### config.mk
export PLATFORM = sky130hd
export DESIGN_NAME = ltm_mode_ctrl
export DESIGN_NICKNAME = d
export VERILOG_FILES = /design/src/rtl/ltm_pkg.sv /design/src/rtl/ltm_fifo_if.sv /design/src/rtl/ltm_fifo.sv /design/src/rtl/ltm_timer.sv /design/src/rtl/ltm_mode_ctrl.sv
export SDC_FILE = /design/constraint.sdc
export NUM_CORES = 1
export LEC_CHECK = 0
export ABC_AREA = 1
export BUFFER_PORTS_ARGS = -buffer_cell sky130_fd_sc_hd__buf_4
export CAP_MARGIN = 20
export CORE_UTILIZATION = 49
export CTS_BUF_LIST = sky130_fd_sc_hd__clkbuf_16
export CTS_CLUSTER_SIZE = 12
export DETAILED_ROUTE_END_ITERATION = 10
export HOLD_SLACK_MARGIN = 0.06
export PLACE_DENSITY = 0.64
export SLEW_MARGIN = 10
export SYNTH_ARGS = -nofsm -noshare
export SYNTH_HDL_FRONTEND = slang
export SYNTH_HIERARCHICAL = 1
export SYNTH_SLANG_ARGS = --single-unit
### constraint.sdc
create_clock -name clk -period 2.6 [get_ports clk]
set_clock_uncertainty 0.15 [all_clocks]
set_input_delay 0.26 -clock clk [delete_from_list [all_inputs] [get_ports clk]]
set_output_delay 0.26 -clock clk [all_outputs]
set_load 0.03 [all_outputs]
### src/rtl/ltm_pkg.sv
// Shared constants and types for the bus transceiver mode control.
// Assumes a single 40 MHz clock; all times below are in microseconds.
package ltm_pkg;

    // ----------------------------------------------------------------
    // Clock and times
    // ----------------------------------------------------------------
    localparam int unsigned CLK_MHZ          = 40;
    localparam int unsigned DOM_TIMEOUT_US   = 25000;  // Bus dominant limit
    localparam int unsigned TXD_TIMEOUT_US   = 25000;  // Transmit low limit
    localparam int unsigned WAKE_ORIG_US     = 20;     // Original wake low time
    localparam int unsigned WAKE_DEBOUNCE_US = 80;     // Revised debounce, plain default
    localparam int unsigned CNT_W            = 32;

    // ----------------------------------------------------------------
    // Synchroniser lanes and idle levels
    // ----------------------------------------------------------------
    localparam int unsigned SYN_W    = 4;
    localparam int unsigned SYN_TXD  = 0;
    localparam int unsigned SYN_CS   = 1;
    localparam int unsigned SYN_BUS  = 2;
    localparam int unsigned SYN_TXE  = 3;
    localparam logic [3:0]  SYN_RST  = 4'hD;   // Txd, bus, enable idle high; cs low
    localparam logic        LVL_REC  = 1'b1;   // Recessive / idle level
    localparam logic        LVL_DOM  = 1'b0;
    localparam int unsigned FIFO_W   = 1;
    localparam int unsigned FIFO_D   = 8;

    // ----------------------------------------------------------------
    // Operating modes
    // ----------------------------------------------------------------
    typedef enum logic [1:0] {
        mode_power_down,
        mode_ready,
        mode_operational,
        transmitter_off_mode
    } ltm_mode_t;

endpackage

### src/rtl/ltm_fifo_if.sv
// Carrier between the mode control and its receive event buffer.
// Assumes both ends share one clock.
`timescale 1ns/10ps
`default_nettype none
interface ltm_fifo_if #(parameter int unsigned W = 1);
    logic         push_valid;
    logic         push_ready;
    logic [W-1:0] push_data;
    logic         pop_valid;
    logic         pop_ready;
    logic [W-1:0] pop_data;

    modport fifo (input push_valid, push_data, pop_ready,
                  output push_ready, pop_valid, pop_data);
    modport user (output push_valid, push_data, pop_ready,
                  input push_ready, pop_valid, pop_data);
endinterface
`default_nettype wire

### src/rtl/ltm_fifo.sv
// Small synchronous FIFO with valid/ready on both sides.
// Assumes one clock and a synchronous active-high reset.
`timescale 1ns/10ps
`default_nettype none
module ltm_fifo #(
    parameter int unsigned W     = 1,
    parameter int unsigned DEPTH = 8
) (
    input  wire logic clk,
    input  wire logic srst,
    ltm_fifo_if.fifo  q
);
    localparam int unsigned AW = $clog2(DEPTH);

    logic [W-1:0] mem [DEPTH];
    logic [AW:0]  wr_ptr;
    logic [AW:0]  rd_ptr;
    wire          full  = (wr_ptr[AW] != rd_ptr[AW]) && (wr_ptr[AW-1:0] == rd_ptr[AW-1:0]);
    wire          empty = (wr_ptr == rd_ptr);
    wire          do_wr = q.push_valid && !full;
    wire          do_rd = q.pop_ready && !empty;

    // ----------------------------------------------------------------
    // Handshake and data
    // ----------------------------------------------------------------
    assign q.push_ready = !full;
    assign q.pop_valid  = !empty;
    assign q.pop_data   = mem[rd_ptr[AW-1:0]];

    // Storage has no reset; only the pointers define contents
    always_ff @(posedge clk) begin
        if (do_wr) begin
            mem[wr_ptr[AW-1:0]] <= q.push_data;
        end
    end

    // Pointers carry one extra bit to tell full from empty
    always_ff @(posedge clk) begin
        if (srst) begin
            wr_ptr <= '0;
            rd_ptr <= '0;
        end else begin
            wr_ptr <= wr_ptr + (AW+1)'(do_wr);
            rd_ptr <= rd_ptr + (AW+1)'(do_rd);
        end
    end
endmodule
`default_nettype wire

### src/rtl/ltm_timer.sv
// Saturating interval timer: counts while run is high, restarts on clear.
// Assumes clear and run come from logic on the same clock.
`timescale 1ns/10ps
`default_nettype none
module ltm_timer #(
    parameter int unsigned LIMIT = 1
) (
    input  wire logic clk,
    input  wire logic srst,
    input  wire logic clear,
    input  wire logic run,
    output logic      expired
);
    logic [ltm_pkg::CNT_W-1:0] cnt;
    localparam logic [ltm_pkg::CNT_W-1:0] LIM = ltm_pkg::CNT_W'(LIMIT);

    assign expired = (cnt >= LIM);

    // Clear beats run so a single idle sample restarts the interval
    always_ff @(posedge clk) begin
        if (srst || clear) begin
            cnt <= '0;
        end else if (run && !expired) begin
            cnt <= cnt + ltm_pkg::CNT_W'(1);
        end
    end
endmodule
`default_nettype wire

### src/rtl/ltm_mode_ctrl.sv
// Mode control of a single-wire bus transceiver: driver steering,
// receive mirror, dominant timeouts, fault indication, regulator enable
// and power-down wake detection.
// Assumes all pins are asynchronous to clk and that the surroundings
// resolve open-drain wires from the output enables.
`timescale 1ns/10ps
`default_nettype none
// Summary of operation
// RQ1: Bus pin is pulled low from the transmit input through an open-drain driver.
// RQ2: Receive output follows the bus level seen by the receiver.
// RQ3: Transmitter switches off after about 25 ms of continuous dominant bus.
// RQ4: Any recessive bus sample restarts the bus dominant timer.
// RQ5: After that shutdown, transmitter returns once bus is recessive and chip select high.
// RQ6: Fault variant pulls its fault pin low during a dominant timeout shutdown.
// RQ7: Regulator enable is high in every mode except power-down.
// RQ8: Original variant wakes on a bus fall held low over 20 us.
// RQ9: Revised variant wakes only on a rise after a low longer than debounce.
// RQ10: Bus pull-up connects on entering operational mode.
// RQ11: Transmit (or enable pin) low at wake-up sends ready to transmitter off.
// RQ12: Host should go operational on bus activity, else back to power-down.
// RQ13: Transmit low over 25 ms forces transmitter off until its next rise.
// RQ14: A disabled transmitter sees the transmit input as logic one.
// RQ15: Ready mode keeps the receiver on and the driver off.
// RQ16: Enable pin low, from fault or host, disables the transmitter.
// RQ17: All timeouts come from an internal timebase with parameter thresholds.
module ltm_mode_ctrl #(
    parameter bit          REVISED     = 1'b1,  // Wake on rise after debounce
    parameter bit          HAS_FAULT   = 1'b1,  // Combined fault/enable pin fitted
    parameter int unsigned DOM_CYCLES  = ltm_pkg::DOM_TIMEOUT_US * ltm_pkg::CLK_MHZ,
    parameter int unsigned TXD_CYCLES  = ltm_pkg::TXD_TIMEOUT_US * ltm_pkg::CLK_MHZ,
    parameter int unsigned WAKE_CYCLES = (REVISED ? ltm_pkg::WAKE_DEBOUNCE_US
                                                  : ltm_pkg::WAKE_ORIG_US) * ltm_pkg::CLK_MHZ
) (
    input  wire logic clk,
    input  wire logic srst,
    input  wire logic txd,
    input  wire logic chip_select,
    input  wire logic bus_line_i,
    output logic      bus_line_o,
    output logic      bus_line_oe,
    output logic      bus_pullup_en,
    output logic      rxd_o,
    output logic      rxd_oe,
    input  wire logic fault_or_tx_enable_pin_i,
    output logic      fault_or_tx_enable_pin_o,
    output logic      fault_or_tx_enable_pin_oe,
    output logic      regulator_enable_out
);
    // ----------------------------------------------------------------
    // Pin synchronisers
    // ----------------------------------------------------------------
    logic [ltm_pkg::SYN_W-1:0] syn_a;
    logic [ltm_pkg::SYN_W-1:0] syn_b;
    wire  [ltm_pkg::SYN_W-1:0] pins = {fault_or_tx_enable_pin_i, bus_line_i, chip_select, txd};

    // Two stages; only the second stage is read by logic
    always_ff @(posedge clk) begin
        if (srst) begin
            syn_a <= ltm_pkg::SYN_RST;
            syn_b <= ltm_pkg::SYN_RST;
        end else begin
            syn_a <= pins;
            syn_b <= syn_a;
        end
    end

    wire txd_s = syn_b[ltm_pkg::SYN_TXD];
    wire cs_s  = syn_b[ltm_pkg::SYN_CS];
    wire bus_s = syn_b[ltm_pkg::SYN_BUS];
    // Without the fault pin the enable input simply reads as idle
    wire txe_s = HAS_FAULT ? syn_b[ltm_pkg::SYN_TXE] : ltm_pkg::LVL_REC;

    // ----------------------------------------------------------------
    // State
    // ----------------------------------------------------------------
    ltm_pkg::ltm_mode_t mode;
    ltm_pkg::ltm_mode_t next_mode;
    logic               dom_off;       // Bus dominant timeout shutdown
    logic               txd_prev;      // For transmit rising edge
    logic               wake_seen_hi;  // Bus seen recessive in power-down
    logic               wake_armed;    // Revised: long low completed
    logic               reg_en;
    logic               rx_last;       // Last level pushed to the buffer
    logic               rx_level;      // Level shown on the receive pin
    logic               dom_exp;
    logic               txd_exp;
    logic               wake_exp;

    // ----------------------------------------------------------------
    // Decode
    // ----------------------------------------------------------------
    wire in_pd      = (mode == ltm_pkg::mode_power_down);
    wire in_oper    = (mode == ltm_pkg::mode_operational);
    wire txd_rise   = txd_s && !txd_prev;
    // Driver only in operational mode, no shutdown, enable pin high
    wire tx_enabled = in_oper && !dom_off && txe_s;                       // RQ15 RQ16
    // Disabled transmitter reads the transmit input as one
    wire txd_int    = tx_enabled ? txd_s : ltm_pkg::LVL_REC;              // RQ14
    wire hold_low   = !txd_s || !txe_s;
    wire wake_low   = in_pd && wake_seen_hi && (bus_s == ltm_pkg::LVL_DOM);
    // Original wakes as soon as the low lasts; revised waits for the rise
    wire bus_wake   = REVISED ? (wake_armed && bus_s)                     // RQ9
                              : wake_exp;                                 // RQ8

    // ----------------------------------------------------------------
    // Timers on the internal timebase
    // ----------------------------------------------------------------
    // Bus dominant timer restarts on every recessive sample
    ltm_timer #(.LIMIT(DOM_CYCLES)) u_dom_timer (                         // RQ17
        .clk     (clk),
        .srst    (srst),
        .clear   (bus_s),                                                 // RQ4
        .run     (!bus_s),
        .expired (dom_exp)
    );

    // Transmit low timer only matters while the driver may act
    ltm_timer #(.LIMIT(TXD_CYCLES)) u_txd_timer (
        .clk     (clk),
        .srst    (srst),
        .clear   (txd_s || !in_oper),
        .run     (!txd_s),
        .expired (txd_exp)
    );

    // Wake low-time measured from a fall seen in power-down
    ltm_timer #(.LIMIT(WAKE_CYCLES)) u_wake_timer (
        .clk     (clk),
        .srst    (srst),
        .clear   (!wake_low),
        .run     (wake_low),
        .expired (wake_exp)
    );

    // ----------------------------------------------------------------
    // Mode sequencing
    // ----------------------------------------------------------------
    // Host leaves power-down by chip select high or the bus wakes it;
    // host returns to power-down from operational or transmitter off by taking chip select low; ready ignores it
    always_comb begin
        next_mode = mode;
        case (mode)
            ltm_pkg::mode_power_down: begin
                if (bus_wake || cs_s) begin
                    next_mode = ltm_pkg::mode_ready;
                end
            end
            ltm_pkg::mode_ready: begin
                if (cs_s && hold_low) begin
                    next_mode = ltm_pkg::transmitter_off_mode;            // RQ11
                end else if (cs_s) begin
                    next_mode = ltm_pkg::mode_operational;
                end
            end
            ltm_pkg::mode_operational: begin
                if (!cs_s) begin
                    next_mode = ltm_pkg::mode_power_down;
                end else if (txd_exp) begin
                    next_mode = ltm_pkg::transmitter_off_mode;            // RQ13
                end
            end
            ltm_pkg::transmitter_off_mode: begin
                if (!cs_s) begin
                    next_mode = ltm_pkg::mode_power_down;
                end else if (txd_rise && txe_s) begin
                    next_mode = ltm_pkg::mode_operational;                // RQ13
                end
            end
            default: begin
                next_mode = ltm_pkg::mode_ready;
            end
        endcase
    end

    // Mode register and regulator enable follow the same decision
    always_ff @(posedge clk) begin
        if (srst) begin
            mode   <= ltm_pkg::mode_ready;
            reg_en <= 1'b1;
        end else begin
            mode   <= next_mode;
            reg_en <= (next_mode != ltm_pkg::mode_power_down);            // RQ7
        end
    end

    // Dominant shutdown; set beats clear, because on the first recessive
    // sample the timer has not restarted yet, so the flag holds one more cycle
    always_ff @(posedge clk) begin
        if (srst) begin
            dom_off <= 1'b0;
        end else if (dom_exp) begin
            dom_off <= 1'b1;                                              // RQ3
        end else if (bus_s && cs_s) begin
            dom_off <= 1'b0;                                              // RQ5
        end
    end

    // Edge and wake qualifiers
    always_ff @(posedge clk) begin
        if (srst) begin
            txd_prev     <= ltm_pkg::LVL_REC;
            wake_seen_hi <= 1'b0;
            wake_armed   <= 1'b0;
        end else begin
            txd_prev     <= txd_s;
            wake_seen_hi <= in_pd && (wake_seen_hi || bus_s);
            wake_armed   <= in_pd && (wake_armed || wake_exp);
        end
    end

    // ----------------------------------------------------------------
    // Receive path through the event buffer
    // ----------------------------------------------------------------
    // Level changes queue up; a full buffer holds rx_last so the change
    // is retried. The drain stalls in power-down, when the receiver is off.
    ltm_fifo_if #(.W(ltm_pkg::FIFO_W)) rxq ();

    assign rxq.push_valid = (bus_s != rx_last);
    assign rxq.push_data  = bus_s;
    assign rxq.pop_ready  = !in_pd;

    ltm_fifo #(.W(ltm_pkg::FIFO_W), .DEPTH(ltm_pkg::FIFO_D)) u_rx_fifo (
        .clk  (clk),
        .srst (srst),
        .q    (rxq.fifo)
    );

    // Receive level tracks the bus with a few cycles of latency
    always_ff @(posedge clk) begin
        if (srst) begin
            rx_last  <= ltm_pkg::LVL_REC;
            rx_level <= ltm_pkg::LVL_REC;
        end else begin
            if (rxq.push_valid && rxq.push_ready) begin
                rx_last <= bus_s;
            end
            if (rxq.pop_valid && rxq.pop_ready) begin
                rx_level <= rxq.pop_data;                                 // RQ2
            end
        end
    end

    // ----------------------------------------------------------------
    // Pin drive
    // ----------------------------------------------------------------
    // Open-drain pins only ever drive low
    assign bus_line_o                = ltm_pkg::LVL_DOM;
    assign bus_line_oe               = !txd_int;                          // RQ1
    assign bus_pullup_en             = in_oper && txe_s;                  // RQ10
    assign rxd_o                     = ltm_pkg::LVL_DOM;
    // Receiver is off and the pin floats in power-down
    assign rxd_oe                    = !in_pd && !rx_level;               // RQ2 RQ15
    assign fault_or_tx_enable_pin_o  = ltm_pkg::LVL_DOM;
    assign fault_or_tx_enable_pin_oe = HAS_FAULT && dom_off;              // RQ6 RQ16
    assign regulator_enable_out      = reg_en;
endmodule
`default_nettype wire

After elaboration in Yosys (flattened, before gate mapping)
Memories as Yosys holds them, arrays and structs flattened. A register that Yosys moved wholly into a read port is not among the register bits.
Index checks and enable logic that the tools add are counted.

word-level totals
  bits in writable memories = 8
  bits in registers = 120
  memories = 1

operators by class
  reduce and logical (&&, ||, !) cells = 45
  equal/unequal tests = 7
  multiplexer cells = 13
  add/sub/neg operators = 5
  bitwise logic cells = 1
  magnitude comparators = 3

memories
  memory         depth  bits a word  rd ports  clocked after Yosys merged registers in  wr ports  RTL line        source
  u_rx_fifo.mem  8      1            1         1                                        1         ltm_fifo.sv:15  logic [W-1:0] mem [DEPTH];

operators by type and width
  operator               number
  $add 32x1->32 const B  3
  $ge 32x20->1 const B   2
  $ge 32x12->1 const B   1
  $logic_and 1x1->1      19
  $logic_not 1->1        15
  $mux 2                 7
  $add 4x1->4            2
  $logic_or 1x1->1       8
  $pmux 2 s4             1
  $mux 1                 5
  $eq 2x2->1 const B     2
  $eq 4x4->1             1
  $reduce_bool 2->1      2
  $eq 3x3->1             1
  $eq 2x1->1 const B     1
  $logic_not 2->1        1
  $ne 1x1->1             2
  $not 1->1              1

Logic depth before layout (Yosys ltp)
Gate-level depths: netlist of run 1.

  word-level depth = 7
  depth in mapped cells = 13
  depth with buffers taken out = 13

Modules after synthesis
The synthesis of run 1 kept the hierarchy.

by module, submodules not included
  module                        cells each  area an instance (um^2)  times used
  ltm_timer at u_dom_timer ...  250         1626.6                   2
  ltm_timer at u_wake_timer     195         1386.3                   1
  ltm_fifo                      98          870.8                    1
  ltm_mode_ctrl                 81          664.4                    1

Worst setup path after synthesis of run 1
OpenSTA, ideal clock, no wires.

  kind = reg2reg
  from = register syn_b[2] (netlist bit)
  to = register u_rx_fifo.wr_ptr[2]
  clock period less this slack = 1845 ps
  setup time = 123 ps
  path buffers = 0
  arrival = 1571 ps
  slack = 755 ps
  stages on the path, launching flop included = 8
  path through = dfxtp_1 -> xor2_1 -> nand2_8 -> inv_1 -> ha_1 -> ha_1 -> xnor2_1 -> nor2_1

on the way
  cells in the longest elaborated chain, start to end = 3

ends and longest elaborated chain
  element                   RTL line              source
  from (decl)               ltm_mode_ctrl.sv:53   logic [ltm_pkg::SYN_W-1:0] syn_b;
  from (signal assigned)    ltm_mode_ctrl.sv:60   syn_b <= ltm_pkg::SYN_RST;
  from (signal assigned)    ltm_mode_ctrl.sv:63   syn_b <= syn_a;
  $ne 1x1->1                ltm_mode_ctrl.sv:218  assign rxq.push_valid = (bus_s != rx_last);
  named net rxq.push_valid  ltm_fifo_if.sv:6      logic push_valid;
  $logic_and 1x1->1         ltm_fifo.sv:20        wire do_wr = q.push_valid && !full;
  $add 4x1->4               ltm_fifo.sv:43        wr_ptr <= wr_ptr + (AW+1)'(do_wr);
  to (signal assigned)      ltm_fifo.sv:43
  to (decl)                 ltm_fifo.sv:16        logic [AW:0] wr_ptr;

The timed path passes the listed nets, and every way through them passes these cells.
A chain may end at the register's enable or synchronous reset.

Worst setup path in the final report of run 1
  from = input srst
  to = register u_dom_timer/cnt[5] (netlist bit)

on the way
  cells in the longest elaborated chain, start to end = 1

ends and longest elaborated chain
  element               RTL line             source
  from (decl)           ltm_mode_ctrl.sv:35  input wire logic srst,
  $logic_or 1x1->1      ltm_timer.sv:21      if (srst || clear) begin
  to (signal assigned)  ltm_timer.sv:24      cnt <= cnt + ltm_pkg::CNT_W'(1);
  to (decl)             ltm_timer.sv:14      logic [ltm_pkg::CNT_W-1:0] cnt;

Every way passes these cells.

==> results, run 1 <==
- The run finished with clean final reports.
- The initialized floorplan defines 40 standard-cell rows.
- The final count of pins violating max slew is 0.
- In this run, the number of DRC markers left after iteration 0 of detailed routing was 280.
- At the later pin of the worst-skew pair, clock insertion delay measures 0.42 ns.
- The last weighted congestion value of the routability-driven placer is 0.839.
- The final setup violation count is 0.
- Across all layers, the routed design uses 5160 vias.
- The number of instances in the synthesized netlist is 874.
- The net switching power is 1.03 mW.
- Measured along the y axis, the die boundary spans 114 µm.
- In this run, placement finished with an instance count of 1034.
- Net switching is 23.3% of the power.
- Summing every instance area after synthesis gives 6170 µm².
- The highest metal layer with signal wires is met4.
- The final cycle utilization of the critical path is 87.1%.
- The critical path is of the in2reg type.
- The largest net degree at the start of global routing is 33.
- The detailed route wirelength on metal3 is 331 µm.
- The mean cell area of the mapped netlist is 7.06 µm².
- The CTS tree is done.
- The clock sink count is 129.
- The internal portion of the total power is 3.41 mW.
- The count of H-tree levels built during CTS is 4.
- Detailed routing placed a total of 5.48 mm of wire on met2.
- The total CTS buffers is 17.
- The clock network accounts for 47.6% of the total power.
- The synthesized design contains 8 enable-type register cells.
- The area share of the largest cell type after synthesis is 39.2%.
- Global routing used 19.6% of the available tracks.
- The maximum frequency from static timing analysis is 442 MHz.
- The type of the worst min-delay path is reg2reg.
- The number of hold-slack violations in the final timing report is 0.
- Summed over all layers, the routed wires come to 11.6 mm.
- Excluding fillers, the count of instances in the completed layout stands at 1072.
- Of the synthesized area, sequential elements account for 43.1%.
- The worst path needs 2.26 ns of the cycle, external delays included.
- The core outline area is 12200 µm².
- The detailed-route wire length per cell is 10.9 µm.
- Ranked by instance count, the synthesized netlist is headed by 181 x sky130_fd_sc_hd__nand2_1, 160 x sky130_fd_sc_hd__nor2_1, 140 x sky130_fd_sc_hd__inv_1, 121 x sky130_fd_sc_hd__dfxtp_1, 70 x sky130_fd_sc_hd__nand3_1.
- Input and output buffers added on the ports amount to 10.
- 14 I/O pins were placed.
- Max-cap violations in this run came to 0.
- In this run, flip-flops and latches consume 46.6% of the power.
- The wire-length estimate of the detail-placed layout is 7.99 mm.
- The initial antenna violation count came to 0.
- STA puts the critical path data required time at 2.79 ns.
- Setup slack closes at 0.335 ns.
- The tightest hold path in the finished design has a slack of 0.262 ns.
- The overall overflow remaining after global route is 0.
- After clock tree synthesis, the repair step resized 0 gates.
- sky130_fd_sc_hd__dfxtp_1 takes more of the synthesized area than any other cell.
- The most frequently used flop master after synthesis is sky130_fd_sc_hd__dfxtp_1.
- Before antenna repair, the detailed router went through 4 iterations.
- The count of unique library cells instantiated by Yosys is 36.
- 0 antenna diodes ended up in the layout.
- The proportion of layout cells with a drive suffix above 1 is 9.73%.
- The wire length of the first global-routing pass is 20.4 mm.
- The die is 114 µm wide.
- The length of routed wiring on met1 is 5.63 mm.
- Setup repair after global routing left no endpoint under its margin.
- The fraction of power consumed by combinational cells is 5.8%.
- The number of warnings issued by yosys is 6.
- The floorplan step defined a die boundary enclosing 13100 µm².
- VDD sags by at most 446 µV.
- The slew at the pin with the worst max-slew slack is 0.846 ns.
- The areal power density over the cells is 641 nW/µm².
- sky130_fd_sc_hd__nand2_1 is the most common cell in the netlist.
- The post-CTS setup-driven buffer insertion count is 0.
- The layout overhead on the synthesized area is 12.2%.
- Once the floorplan was initialized, standard cells occupied 50.8% of the core.
- The highest fanout seen on the critical path is 23.
- The final antenna-violating net count is 0.
- STA classifies the critical path startpoint as a primary input.
- The leakage power of the design is 2.75 nW.
- After clock tree synthesis, the clock-pin slew on the worst setup and hold paths is 0.06 ns.
- The share of synthesized flip-flops with an asynchronous set or reset is 0%.
- In the post-synthesis netlist, the biggest area contributors are sky130_fd_sc_hd__dfxtp_1 39%, sky130_fd_sc_hd__nand2_1 11%, sky130_fd_sc_hd__nor2_1 9.7%.
- The arrival time reported for the critical path endpoint is 2.45 ns.
- The count of state elements after synthesis is 129.
- The via count of the first global-routing pass is 4755.
- The final layout net count is 907.
- The worst setup path is captured at a register.
- The root buffer cell is sky130_fd_sc_hd__clkbuf_16.
- The sum of negative setup slack is 0 ns.
- The tightest slew margin relative to the limit is 43.4%.
- The maximum count of clock buffers along a single path is 2.
- After detailed routing, the number of remaining DRC violations is 0.
- Total power for the finished layout comes to 4.44 mW.
- The worst setup slack after placement is 0.371 ns.
- The average vias per placed instance is 4.81.
worst paths after layout:
path / start / to / slack, ns / depth (start not counted)
max: srst / u_dom_timer/cnt[5] / 0.34 / 5
min: syn_a[1] / syn_b[1] / 0.26 / 2
max reg2reg: syn_b[2] / u_dom_timer/cnt[5] / 0.41 / 3
min reg2reg: syn_a[1] / syn_b[1] / 0.26 / 2
layout by cell type, fill, tap and decap left out, types with 10 or more instances in the layout:
cell                        instances
sky130_fd_sc_hd__nor3_1            13
sky130_fd_sc_hd__nor2_2            14
sky130_fd_sc_hd__clkbuf_16         17
sky130_fd_sc_hd__a21oi_1           25
sky130_fd_sc_hd__nand4_1           36
sky130_fd_sc_hd__inv_1            140
sky130_fd_sc_hd__dfxtp_1          121
sky130_fd_sc_hd__nand3_1           70
sky130_fd_sc_hd__ha_1              10
sky130_fd_sc_hd__buf_4             18
sky130_fd_sc_hd__o21ai_0           10
sky130_fd_sc_hd__nand2_1          181
sky130_fd_sc_hd__nor2_1           160
cells by family after synthesis:
family | synth area share, %
other | 0.0607
adder cells (fa/ha/maj) | 2.03
AO/OA/AOI/OAI | 3.53
buffers and inverters | 11.8
AND/OR/NAND/NOR | 37.3
XOR/XNOR | 2.11
flip-flops | 43.1
sequential cells by signal, summed over array words and instances (netlist names):
register,cells
rx_level,1
u_rx_fifo/mem,8
fault_or_tx_enable_pin_oe,1
wake_armed,1
u_rx_fifo/rd_ptr,4
txd_prev,1
regulator_enable_out,1
syn_a,4
rx_last,1
u_rx_fifo/wr_ptr,4
u_txd_timer/cnt,32
wake_seen_hi,1
u_dom_timer/cnt,32
mode,2
u_wake_timer/cnt,32
syn_b,4
timing repair:
action                                 4_1_cts  5_1_grt
hold buffers                                 6        0
setup endpoints to repair                    0        0
endpoints found under the hold margin       13        0
through the flow:
step / util (%) / instance area [µm²]
2_1_floorplan: - / 6180
3_3_place_gp: 52.1 / 6340
3_5_place_dp: 52.1 / 6340
4_1_cts: 57.0 / 6930
5_1_grt: 57.0 / 6930
6_report: 57.0 / 6930
critical path, cell delays in order:
cell and delay (ns):
sky130_fd_sc_hd__dlygate4sd3_1 0.53, sky130_fd_sc_hd__buf_4 0.21, sky130_fd_sc_hd__nor2_1 0.66, sky130_fd_sc_hd__inv_1 0.53, sky130_fd_sc_hd__a21oi_1 0.24
power groups by stage:
stage | Combinational [mW] | Clock [mW] | Sequential, mW
final | 0.257 | 2.11 | 2.07
after global routing | 0.297 | 2.27 | 2.07
after CTS | 0.261 | 2.17 | 2.07
after detailed placement | 0.251 | 0 | 2.11
after global placement | 0.242 | 0 | 2.11
after floorplan | 0.203 | 0 | 2.10
routing by layer:
layer | GRT usage (%) | up-vias
met3 | 5.24 | 15
li1 | - | 2741
met2 | 33.0 | 66
met5 | 0 | -
met1 | 23.3 | 2338
met4 | 9.35 | 0
area by class of cell:
class | instances | area (µm²)
fillers | 1166 | 5230
multi-input cells | 574 | 2790
inverters | 145 | 544
clock inverters | 15 | 101
repair buffers | 24 | 195
well taps | 168 | 210
clock buffers | 17 | 425
flip-flops and latches | 129 | 2660
Note: power is estimated with default switching activity, not from simulation.
==> run 2: changes to the inputs <==
Settings changed: CTS_BUF_LIST sky130_fd_sc_hd__clkbuf_16 to sky130_fd_sc_hd__clkbuf_4 sky130_fd_sc_hd__clkbuf_8, GPL_TIMING_DRIVEN from default to 1, REMOVE_ABC_BUFFERS from default to 1.
==> run 2 against run 1 <==
  * Clock-buffer cell count increased by 1
  * Cell area is 1.1% lower
  * Register-to-register slack worse by 0.08 ns
  * Wire length is 0.45% lower
  * Critical path type unchanged
  * Critical endpoint unchanged
==> results, run 2 (synthesis results as in run 1) <==
- The number of hold-slack violations in the final timing report was 0 (unchanged).
- The clock insertion delay at the later pin of the skew report is 0.44 ns (was 0.42 ns).
- The root buffer cell is sky130_fd_sc_hd__clkbuf_8 (was sky130_fd_sc_hd__clkbuf_16).
- The layout overhead on the synthesized area is 10.9% (was 12.2%).
- The proportion of layout cells with a drive suffix above 1 is 10.4% (was 9.73%).
- The time the final worst path needs with I/O delays and setup is 2.30 ns (was 2.26 ns).
- The category of the worst setup path capture point is a register (unchanged).
- The largest net degree at the start of global routing was 29 (was 33).
- The total number of vias is 5111 (was 5160).
- The overall die width was 114 µm (unchanged).
- The start point of the worst hold path is syn_a[1] (unchanged).
- The net switching power is 1.02 mW (was 1.03 mW).
- The height of the die came to 114 µm (unchanged).
- The DRC violation count after routing came to 0 (unchanged).
- The global-route usage over all layers came to 19.6% (about the same).
- The number of antenna diodes is 0 (unchanged).
- The number of maximum-capacitance violations is 0 (unchanged).
- The startpoint of the worst register-to-register path is syn_b[2] (unchanged).
- The largest stage delay on the critical path was 0.71 ns (was 0.66 ns).
- The final layout net count is 909 (was 907).
- The post-CTS clock slew at the launch and capture registers of the worst setup and hold paths is 0.07 ns (was 0.06 ns).
- The fraction of power consumed by combinational cells is 6.4% (was 5.8%).
- The initial core utilization is 50.8% (unchanged).
- The maximum frequency from static timing analysis is 435 MHz (was 442 MHz).
- The final antenna-violating net count is 0 (unchanged).
- Result of the run: completed (unchanged).
- The count of H-tree levels built during CTS is 4 (unchanged).
- Series of cell instances along the critical path: dlygate4sd3_1, buf_4, nor2_1, inv_1, a21oi_1 (unchanged).
- The total CTS buffers is 17 (unchanged).
- The total placed cells including tap cells came to 1033 (was 1034).
- The number of core rows is 40 (unchanged).
- The average vias per placed instance is 4.76 (was 4.81).
- The sum of negative setup slack is 0 ns (unchanged).
- The share of power burned in registers is 50.0% (was 46.6%).
- The overall overflow remaining after global route is 0 (unchanged).
- The final instance count without filler cells is 1074 (was 1072).
- The maximum count of clock buffers along a single path is 2 (unchanged).
- The clock group share of total power was 43.6% (was 47.6%).
- The internal power component is 3.11 mW (was 3.41 mW).
- The combined area of the multi-input logic cells is 2790 µm² (unchanged).
- The type of the worst min-delay path is reg2reg (unchanged).
- The post-CTS setup-driven buffer insertion count is 0 (unchanged).
- The wire length of the first global-routing pass is 20.5 mm (was 20.4 mm).
- The final count of pins violating max slew was 0 (unchanged).
- The library cell contributing the largest single delay on the critical path was sky130_fd_sc_hd__nor2_1 (unchanged).
- The least setup slack across all paths after layout is 0.302 ns (was 0.335 ns).
- The type of the setup path with the least slack is in2reg (unchanged).
- The final cycle utilization of the critical path is 88.4% (was 87.1%).
- The highest fanout seen on the critical path is 23 (unchanged).
- The top-level port count is 14 (unchanged).
- The critical path buffer and inverter count is 3 (unchanged).
- The number of fillers in the final layout is 1185 (was 1166).
- The tightest slew margin relative to the limit is 38.8% (was 43.4%).
- The count of input and output buffers is 10 (unchanged).
- The core outline area is 12200 µm² (unchanged).
- RSZ-0062 raised after global routing: false (unchanged).
- The commonest non-fill, non-tap cell in the layout is sky130_fd_sc_hd__nand2_1 (unchanged).
- The initial detailed-routing violation count is 417 (was 280).
- The required time of the critical path is 2.82 ns (was 2.79 ns).
- The maximum ir drop on the vdd rail is 416 µV (was 446 µV).
- The initial antenna violation count is 0 (unchanged).
- The slew at the pin with the worst max-slew slack is 0.914 ns (was 0.846 ns).
- The wire length reported by the detailed router is 11.6 mm (about the same).
- The fraction of power spent switching nets is 24.7% (was 23.3%).
- The last weighted congestion value of the routability-driven placer came to 0.834 (was 0.839).
- The CTS tree is done (unchanged).
- The final hold slack is 0.253 ns (was 0.262 ns).
- The kind of cell adding the most delay to the critical path is buffers and inverters (unchanged).
- Largest registers: u_dom_timer/cnt: 32 flops, u_txd_timer/cnt: 32 flops, u_wake_timer/cnt: 32 flops (unchanged).
- Highest-count cells in the layout ignoring fill and taps: 181 x sky130_fd_sc_hd__nand2_1, 160 x sky130_fd_sc_hd__nor2_1, 140 x sky130_fd_sc_hd__inv_1 (unchanged).
- The arrival time reported for the critical path endpoint is 2.51 ns (was 2.45 ns).
- The estimated wirelength of the detail-placed design is 7.97 mm (was 7.99 mm).
- The leakage power of the design was 2.73 nW (was 2.75 nW).
- The detailed-route wire length per cell is 10.8 µm (was 10.9 µm).
- The areal power density over the cells is 603 nW/µm² (was 641 nW/µm²).
- The final setup violation count is 0 (unchanged).
- The critical path startpoint is srst (unchanged).
- The post-route core utilization was 56.3% (was 57.0%).
- The count of TritonRoute iterations in the first routing pass was 5 (was 4).
- The area enclosed by the die boundary is 13100 µm² (unchanged).
- The worst setup slack after placement is 0.317 ns (was 0.371 ns).
- The sequential cell area is 2660 µm² (unchanged).
- The number of gates resized after CTS is 0 (unchanged).
- The startpoint class of the critical path is a primary input (unchanged).
- The via count of the first global-routing pass came to 4808 (was 4755).
- The clock sink count is 129 (unchanged).
[run 2: cell count changes in the layout (fill, tap and decap cells not counted), sizes merged]
cell         previous run  this run
buf                    18        17
inv                   145       149
clkbuf                 17        18
clkinv                 10         6
clkinvlp                4         1
dlygate4sd3             6         9
bufinv                  1         3
[run 2: area by class of cell]
| class | instances | share of cell area [%] |
|---|---|---|
| Multi-Input combinational cell | 574 | 40.7 |
| Sequential cell | 129 | 38.9 |
| Timing Repair Buffer | 26 | 3.18 |
| Clock inverter | 14 | 2.59 |
| Clock buffer | 18 | 3.62 |
| Inverter | 145 | 7.95 |
| Tap cell | 168 | 3.07 |
[run 2: path summary, 6_finish.rpt]
path	end	slack, ns	cells past startpoint
hold reg to reg	syn_b[1]	0.25	2
hold / removal	syn_b[1]	0.25	2
setup / recovery	u_dom_timer/cnt[5]	0.30	5
setup reg to reg	u_dom_timer/cnt[5]	0.33	3
[run 2: per-stage QoR]
step           cell area, µm²  power (mW)
5_1_grt                  6850        4.32
2_1_floorplan            6000        2.30
3_3_place_gp             6330        2.35
3_5_place_dp             6330        2.36
4_1_cts                  6850        4.20
6_report                 6850        4.13
[run 2: worst min-delay path, delay by kind of cell, from the launching register on]
family	cells	cell delay [ns]
and+or+nand+nor	1	0.03
DFF	1	0.30
buffers and inverters	1	0.04
[run 2: metal layers]
layer | share of wire, % | vias up | GRT usage [%]
li1 | - | 2749 | -
met1 | 50 | 2296 | 23.9
met2 | 46 | 50 | 32.9
met3 | 2.9 | 16 | 5.56
met4 | 1.3 | 0 | 6.93
met5 | 0 | - | 0
[run 2: timing repair]
item | CTS | global route
endpoints found under the setup margin | 0 | 0
hold buffers | 9 | 0
endpoints found under the hold margin | 17 | 0
[run 2: power by group through the flow]
stage / registers (mW) / logic, mW / clock network, mW
after CTS: 2.06 / 0.267 / 1.87
after global placement: 2.11 / 0.243 / 0
final: 2.07 / 0.263 / 1.80
after detailed placement: 2.11 / 0.254 / 0
after floorplan: 2.10 / 0.194 / 0
after global routing: 2.07 / 0.301 / 1.95
==> run 3: changes to the inputs <==
Settings changed: ABC_AREA 1 to default, MAX_ROUTING_LAYER from default to met4.
==> run 3 against run 2 <==
  * Core utilization up 0.54 points
  * Total power down 0.72%
  * Setup slack better by 0.026 ns
  * Clock power up 5%
  * First-iteration DRC count down 63%
  * Non-clock buffer count down 3
  * Cell count down 32%
  * Register-to-register slack about the same
  * Critical endpoint is now u_wake_timer/cnt[5]
  * Largest power group unchanged
==> results, run 3 <==
- Result of the run: completed (unchanged).
- The total number of vias is 4053 (was 5111).
- The area share of the largest cell type after synthesis is 44.0% (was 39.2%).
- The total CTS buffers is 17 (unchanged).
- The wire length reported by the detailed router is 10.1 mm (was 11.6 mm).
- The most frequently used flop master after synthesis is sky130_fd_sc_hd__dfxtp_1 (unchanged).
- The overall overflow remaining after global route came to 0 (unchanged).
- The number of antenna diodes is 0 (unchanged).
- The DRC violation count after routing is 0 (unchanged).
- The number of maximum-capacitance violations came to 0 (unchanged).
- The post-synthesis instance area was 5510 µm² (was 6170 µm²).
- The maximum ir drop on the vdd rail is 506 µV (was 416 µV).
- The number of core rows is 38 (was 40).
- The post-CTS setup-driven buffer insertion count came to 0 (unchanged).
- The final antenna-violating net count came to 0 (unchanged).
- The number of enable-type register cells in the synthesized netlist came to 8 (unchanged).
- The proportion of layout cells with a drive suffix above 1 is 15.6% (was 10.4%).
- The clock sink count is 129 (unchanged).
- The initial antenna violation count was 0 (unchanged).
- The number of hold-slack violations in the final timing report is 0 (unchanged).
- The detailed-route wire length per cell was 13.7 µm (was 10.8 µm).
- Cells taking the most area after synthesis: sky130_fd_sc_hd__dfxtp_1 44%, sky130_fd_sc_hd__and2_1 5.2%, sky130_fd_sc_hd__edfxtp_1 4.4% (was sky130_fd_sc_hd__dfxtp_1 39%, sky130_fd_sc_hd__nand2_1 11%, sky130_fd_sc_hd__nor2_1 9.7%).
- The number of warnings issued by yosys was 6 (unchanged).
- The largest area contributor in the netlist is sky130_fd_sc_hd__dfxtp_1 (unchanged).
- The CTS tree is done (unchanged).
- The largest stage delay on the critical path is 0.51 ns (was 0.71 ns).
- The global-route usage over all layers came to 19.7% (was 19.6%).
- Highest-count cells in the layout ignoring fill and taps: 121 x sky130_fd_sc_hd__dfxtp_1, 46 x sky130_fd_sc_hd__and2_1, 33 x sky130_fd_sc_hd__nor2_1 (was 181 x sky130_fd_sc_hd__nand2_1, 160 x sky130_fd_sc_hd__nor2_1, 140 x sky130_fd_sc_hd__inv_1).
- The final cycle utilization of the critical path is 87.4% (was 88.4%).
- The area enclosed by the die boundary came to 11700 µm² (was 13100 µm²).
- The start point of the worst hold path is syn_a[0] (was syn_a[1]).
- The initial detailed-routing violation count is 155 (was 417).
- The layout overhead on the synthesized area is 12.4% (was 10.9%).
- The number of instances in the synthesized netlist is 560 (was 874).
- The estimated wirelength of the detail-placed design is 6.56 mm (was 7.97 mm).
- The count of H-tree levels built during CTS came to 4 (unchanged).
- The leakage power of the design is 2.23 nW (was 2.73 nW).
- The average vias per placed instance is 5.51 (was 4.76).
- The sum of negative setup slack is 0 ns (unchanged).
- The wire length of the first global-routing pass is 17.6 mm (was 20.5 mm).
- The clock insertion delay at the later pin of the skew report is 0.44 ns (about the same).
- The final setup violation count came to 0 (unchanged).
- The type of the worst min-delay path was reg2reg (unchanged).
- The count of input and output buffers is 10 (unchanged).
- The via count of the first global-routing pass is 3915 (was 4808).
- Series of cell instances along the critical path: nor2_1, nand3_1, inv_1, and4_2, nand4_4, or4_1, a21oi_1 (was dlygate4sd3_1, buf_4, nor2_1, inv_1, a21oi_1).
- The library cell contributing the largest single delay on the critical path is sky130_fd_sc_hd__or4_1 (was sky130_fd_sc_hd__nor2_1).
- The largest net degree at the start of global routing is 34 (was 29).
- The time the final worst path needs with I/O delays and setup is 2.27 ns (was 2.30 ns).
- The number of gates resized after CTS is 0 (unchanged).
- The most frequent cell after synthesis is sky130_fd_sc_hd__dfxtp_1 (was sky130_fd_sc_hd__nand2_1).
- The critical path startpoint is mode[0] (was srst).
- RSZ-0062 raised after global routing: false (unchanged).
- The maximum count of clock buffers along a single path was 2 (unchanged).
- The root buffer cell is sky130_fd_sc_hd__clkbuf_8 (unchanged).
- The initial core utilization is 50.6% (was 50.8%).
- The last weighted congestion value of the routability-driven placer was 0.805 (was 0.834).
- The top-level port count is 14 (unchanged).
- The height of the die came to 108 µm (was 114 µm).
- Leading cell types by count after synthesis: 121 x sky130_fd_sc_hd__dfxtp_1, 46 x sky130_fd_sc_hd__and2_1, 33 x sky130_fd_sc_hd__nor2_1, 32 x sky130_fd_sc_hd__a21oi_1, 31 x sky130_fd_sc_hd__nand2_1 (was 181 x sky130_fd_sc_hd__nand2_1, 160 x sky130_fd_sc_hd__nor2_1, 140 x sky130_fd_sc_hd__inv_1, 121 x sky130_fd_sc_hd__dfxtp_1, 70 x sky130_fd_sc_hd__nand3_1).
- The highest fanout seen on the critical path came to 7 (was 23).
- Largest registers: u_dom_timer/cnt: 32 flops, u_txd_timer/cnt: 32 flops, u_wake_timer/cnt: 32 flops (unchanged).
- The type of the setup path with the least slack is reg2reg (was in2reg).
- The post-route core utilization is 56.9% (was 56.3%).
- The tightest slew margin relative to the limit is 55.1% (was 38.8%).
- The core outline area was 10900 µm² (was 12200 µm²).
- The startpoint of the worst register-to-register path is mode[0] (was syn_b[2]).
- The mean cell area of the mapped netlist was 9.84 µm² (was 7.06 µm²).
- The slew at the pin with the worst max-slew slack is 0.657 ns (was 0.914 ns).
- The category of the worst setup path capture point is a register (unchanged).
- The post-layout total power was 4.10 mW (was 4.13 mW).
- The maximum frequency from static timing analysis was 440 MHz (was 435 MHz).
- The final hold slack came to 0.263 ns (was 0.253 ns).
- The final count of pins violating max slew came to 0 (unchanged).
- The count of TritonRoute iterations in the first routing pass was 4 (was 5).
- The areal power density over the cells is 663 nW/µm² (was 603 nW/µm²).
- The post-CTS clock slew at the launch and capture registers of the worst setup and hold paths was 0.07 ns (about the same).
- The required time of the critical path came to 2.81 ns (was 2.82 ns).
- The commonest non-fill, non-tap cell in the layout is sky130_fd_sc_hd__dfxtp_1 (was sky130_fd_sc_hd__nand2_1).
- The overall die width is 108 µm (was 114 µm).
- The share of synthesized flip-flops with an asynchronous set or reset is 0% (unchanged).
- The count of state elements after synthesis is 129 (unchanged).
- The startpoint class of the critical path is a register (was primary input).
- The arrival time reported for the critical path endpoint came to 2.48 ns (was 2.51 ns).
- The final layout net count was 598 (was 909).
- The sequential area share after synthesis came to 48.3% (was 43.1%).
- The count of unique library cells instantiated by Yosys was 60 (was 36).
[run 3: path summary, 6_finish.rpt]
kind	to	slack, ns	depth (start not counted)
setup reg to reg	u_wake_timer/cnt[5]	0.33	7
setup / recovery	u_wake_timer/cnt[5]	0.33	7
hold / removal	syn_b[0]	0.26	1
hold reg to reg	syn_b[0]	0.26	1
[run 3: routing by layer]
metal,vias up,wire length (µm),GRT usage (%)
li1,2070,-,-
met4,0,86,7.73
met1,1912,5150,24.7
met2,63,4510,29.7
met3,8,348,6.03
met5,-,0,-
[run 3: what timing repair did]
item / in CTS / in global routing
endpoints found under the setup margin: 0 / 0
hold endpoints to repair: 14 / 0
hold buffers: 6 / 0
[run 3: per-stage QoR]
| step | setup WS (ns) | cells | cell area [µm²] |
|---|---|---|---|
| 6_report | 0.328 | 735 | 6190 |
| 5_1_grt | 0.134 | 735 | 6190 |
| 4_1_cts | 0.330 | 735 | 6190 |
| 3_5_place_dp | 0.384 | 697 | 5690 |
| 3_3_place_gp | 0.463 | 697 | 5690 |
| 2_1_floorplan | 0.516 | 540 | 5390 |
[run 3: worst max-delay path, delay by kind of cell (launching register included)]
| family | cells | cell delay (ns) |
|---|---|---|
| buffers and inverters | 1 | 0.18 |
| DFF | 1 | 0.35 |
| AOI/OAI and AO/OA | 1 | 0.15 |
| and+or+nand+nor | 5 | 1.36 |
[run 3: logic make-up (layout without fill, tap and decap cells)]
logic type	Yosys count	in the layout	synth area share [%]
AOI/OAI and AO/OA	93	93	11.2
xor gates and xnor gates	21	21	3.34
adders and majority gates	10	10	2.27
buffers and inverters	42	75	3.72
DFF	129	129	48.3
muxes	6	6	1.57
other	1	3	0.0681
and+or+nand+nor	258	258	29.5
[run 3: final cells by class]
type / instances / area, µm²
Fill cell: 953 / 4700
Sequential cell: 129 / 2660
Multi-Input combinational cell: 391 / 2650
Clock buffer: 17 / 234
Clock inverter: 15 / 206
Timing Repair Buffer: 23 / 188
Tap cell: 140 / 175
Inverter: 20 / 75.1
[run 3: where the power goes]
part	switching, mW	internal, mW
sequential	0.0278	2.02
combinational	0.0805	0.0845
clock	0.834	1.06
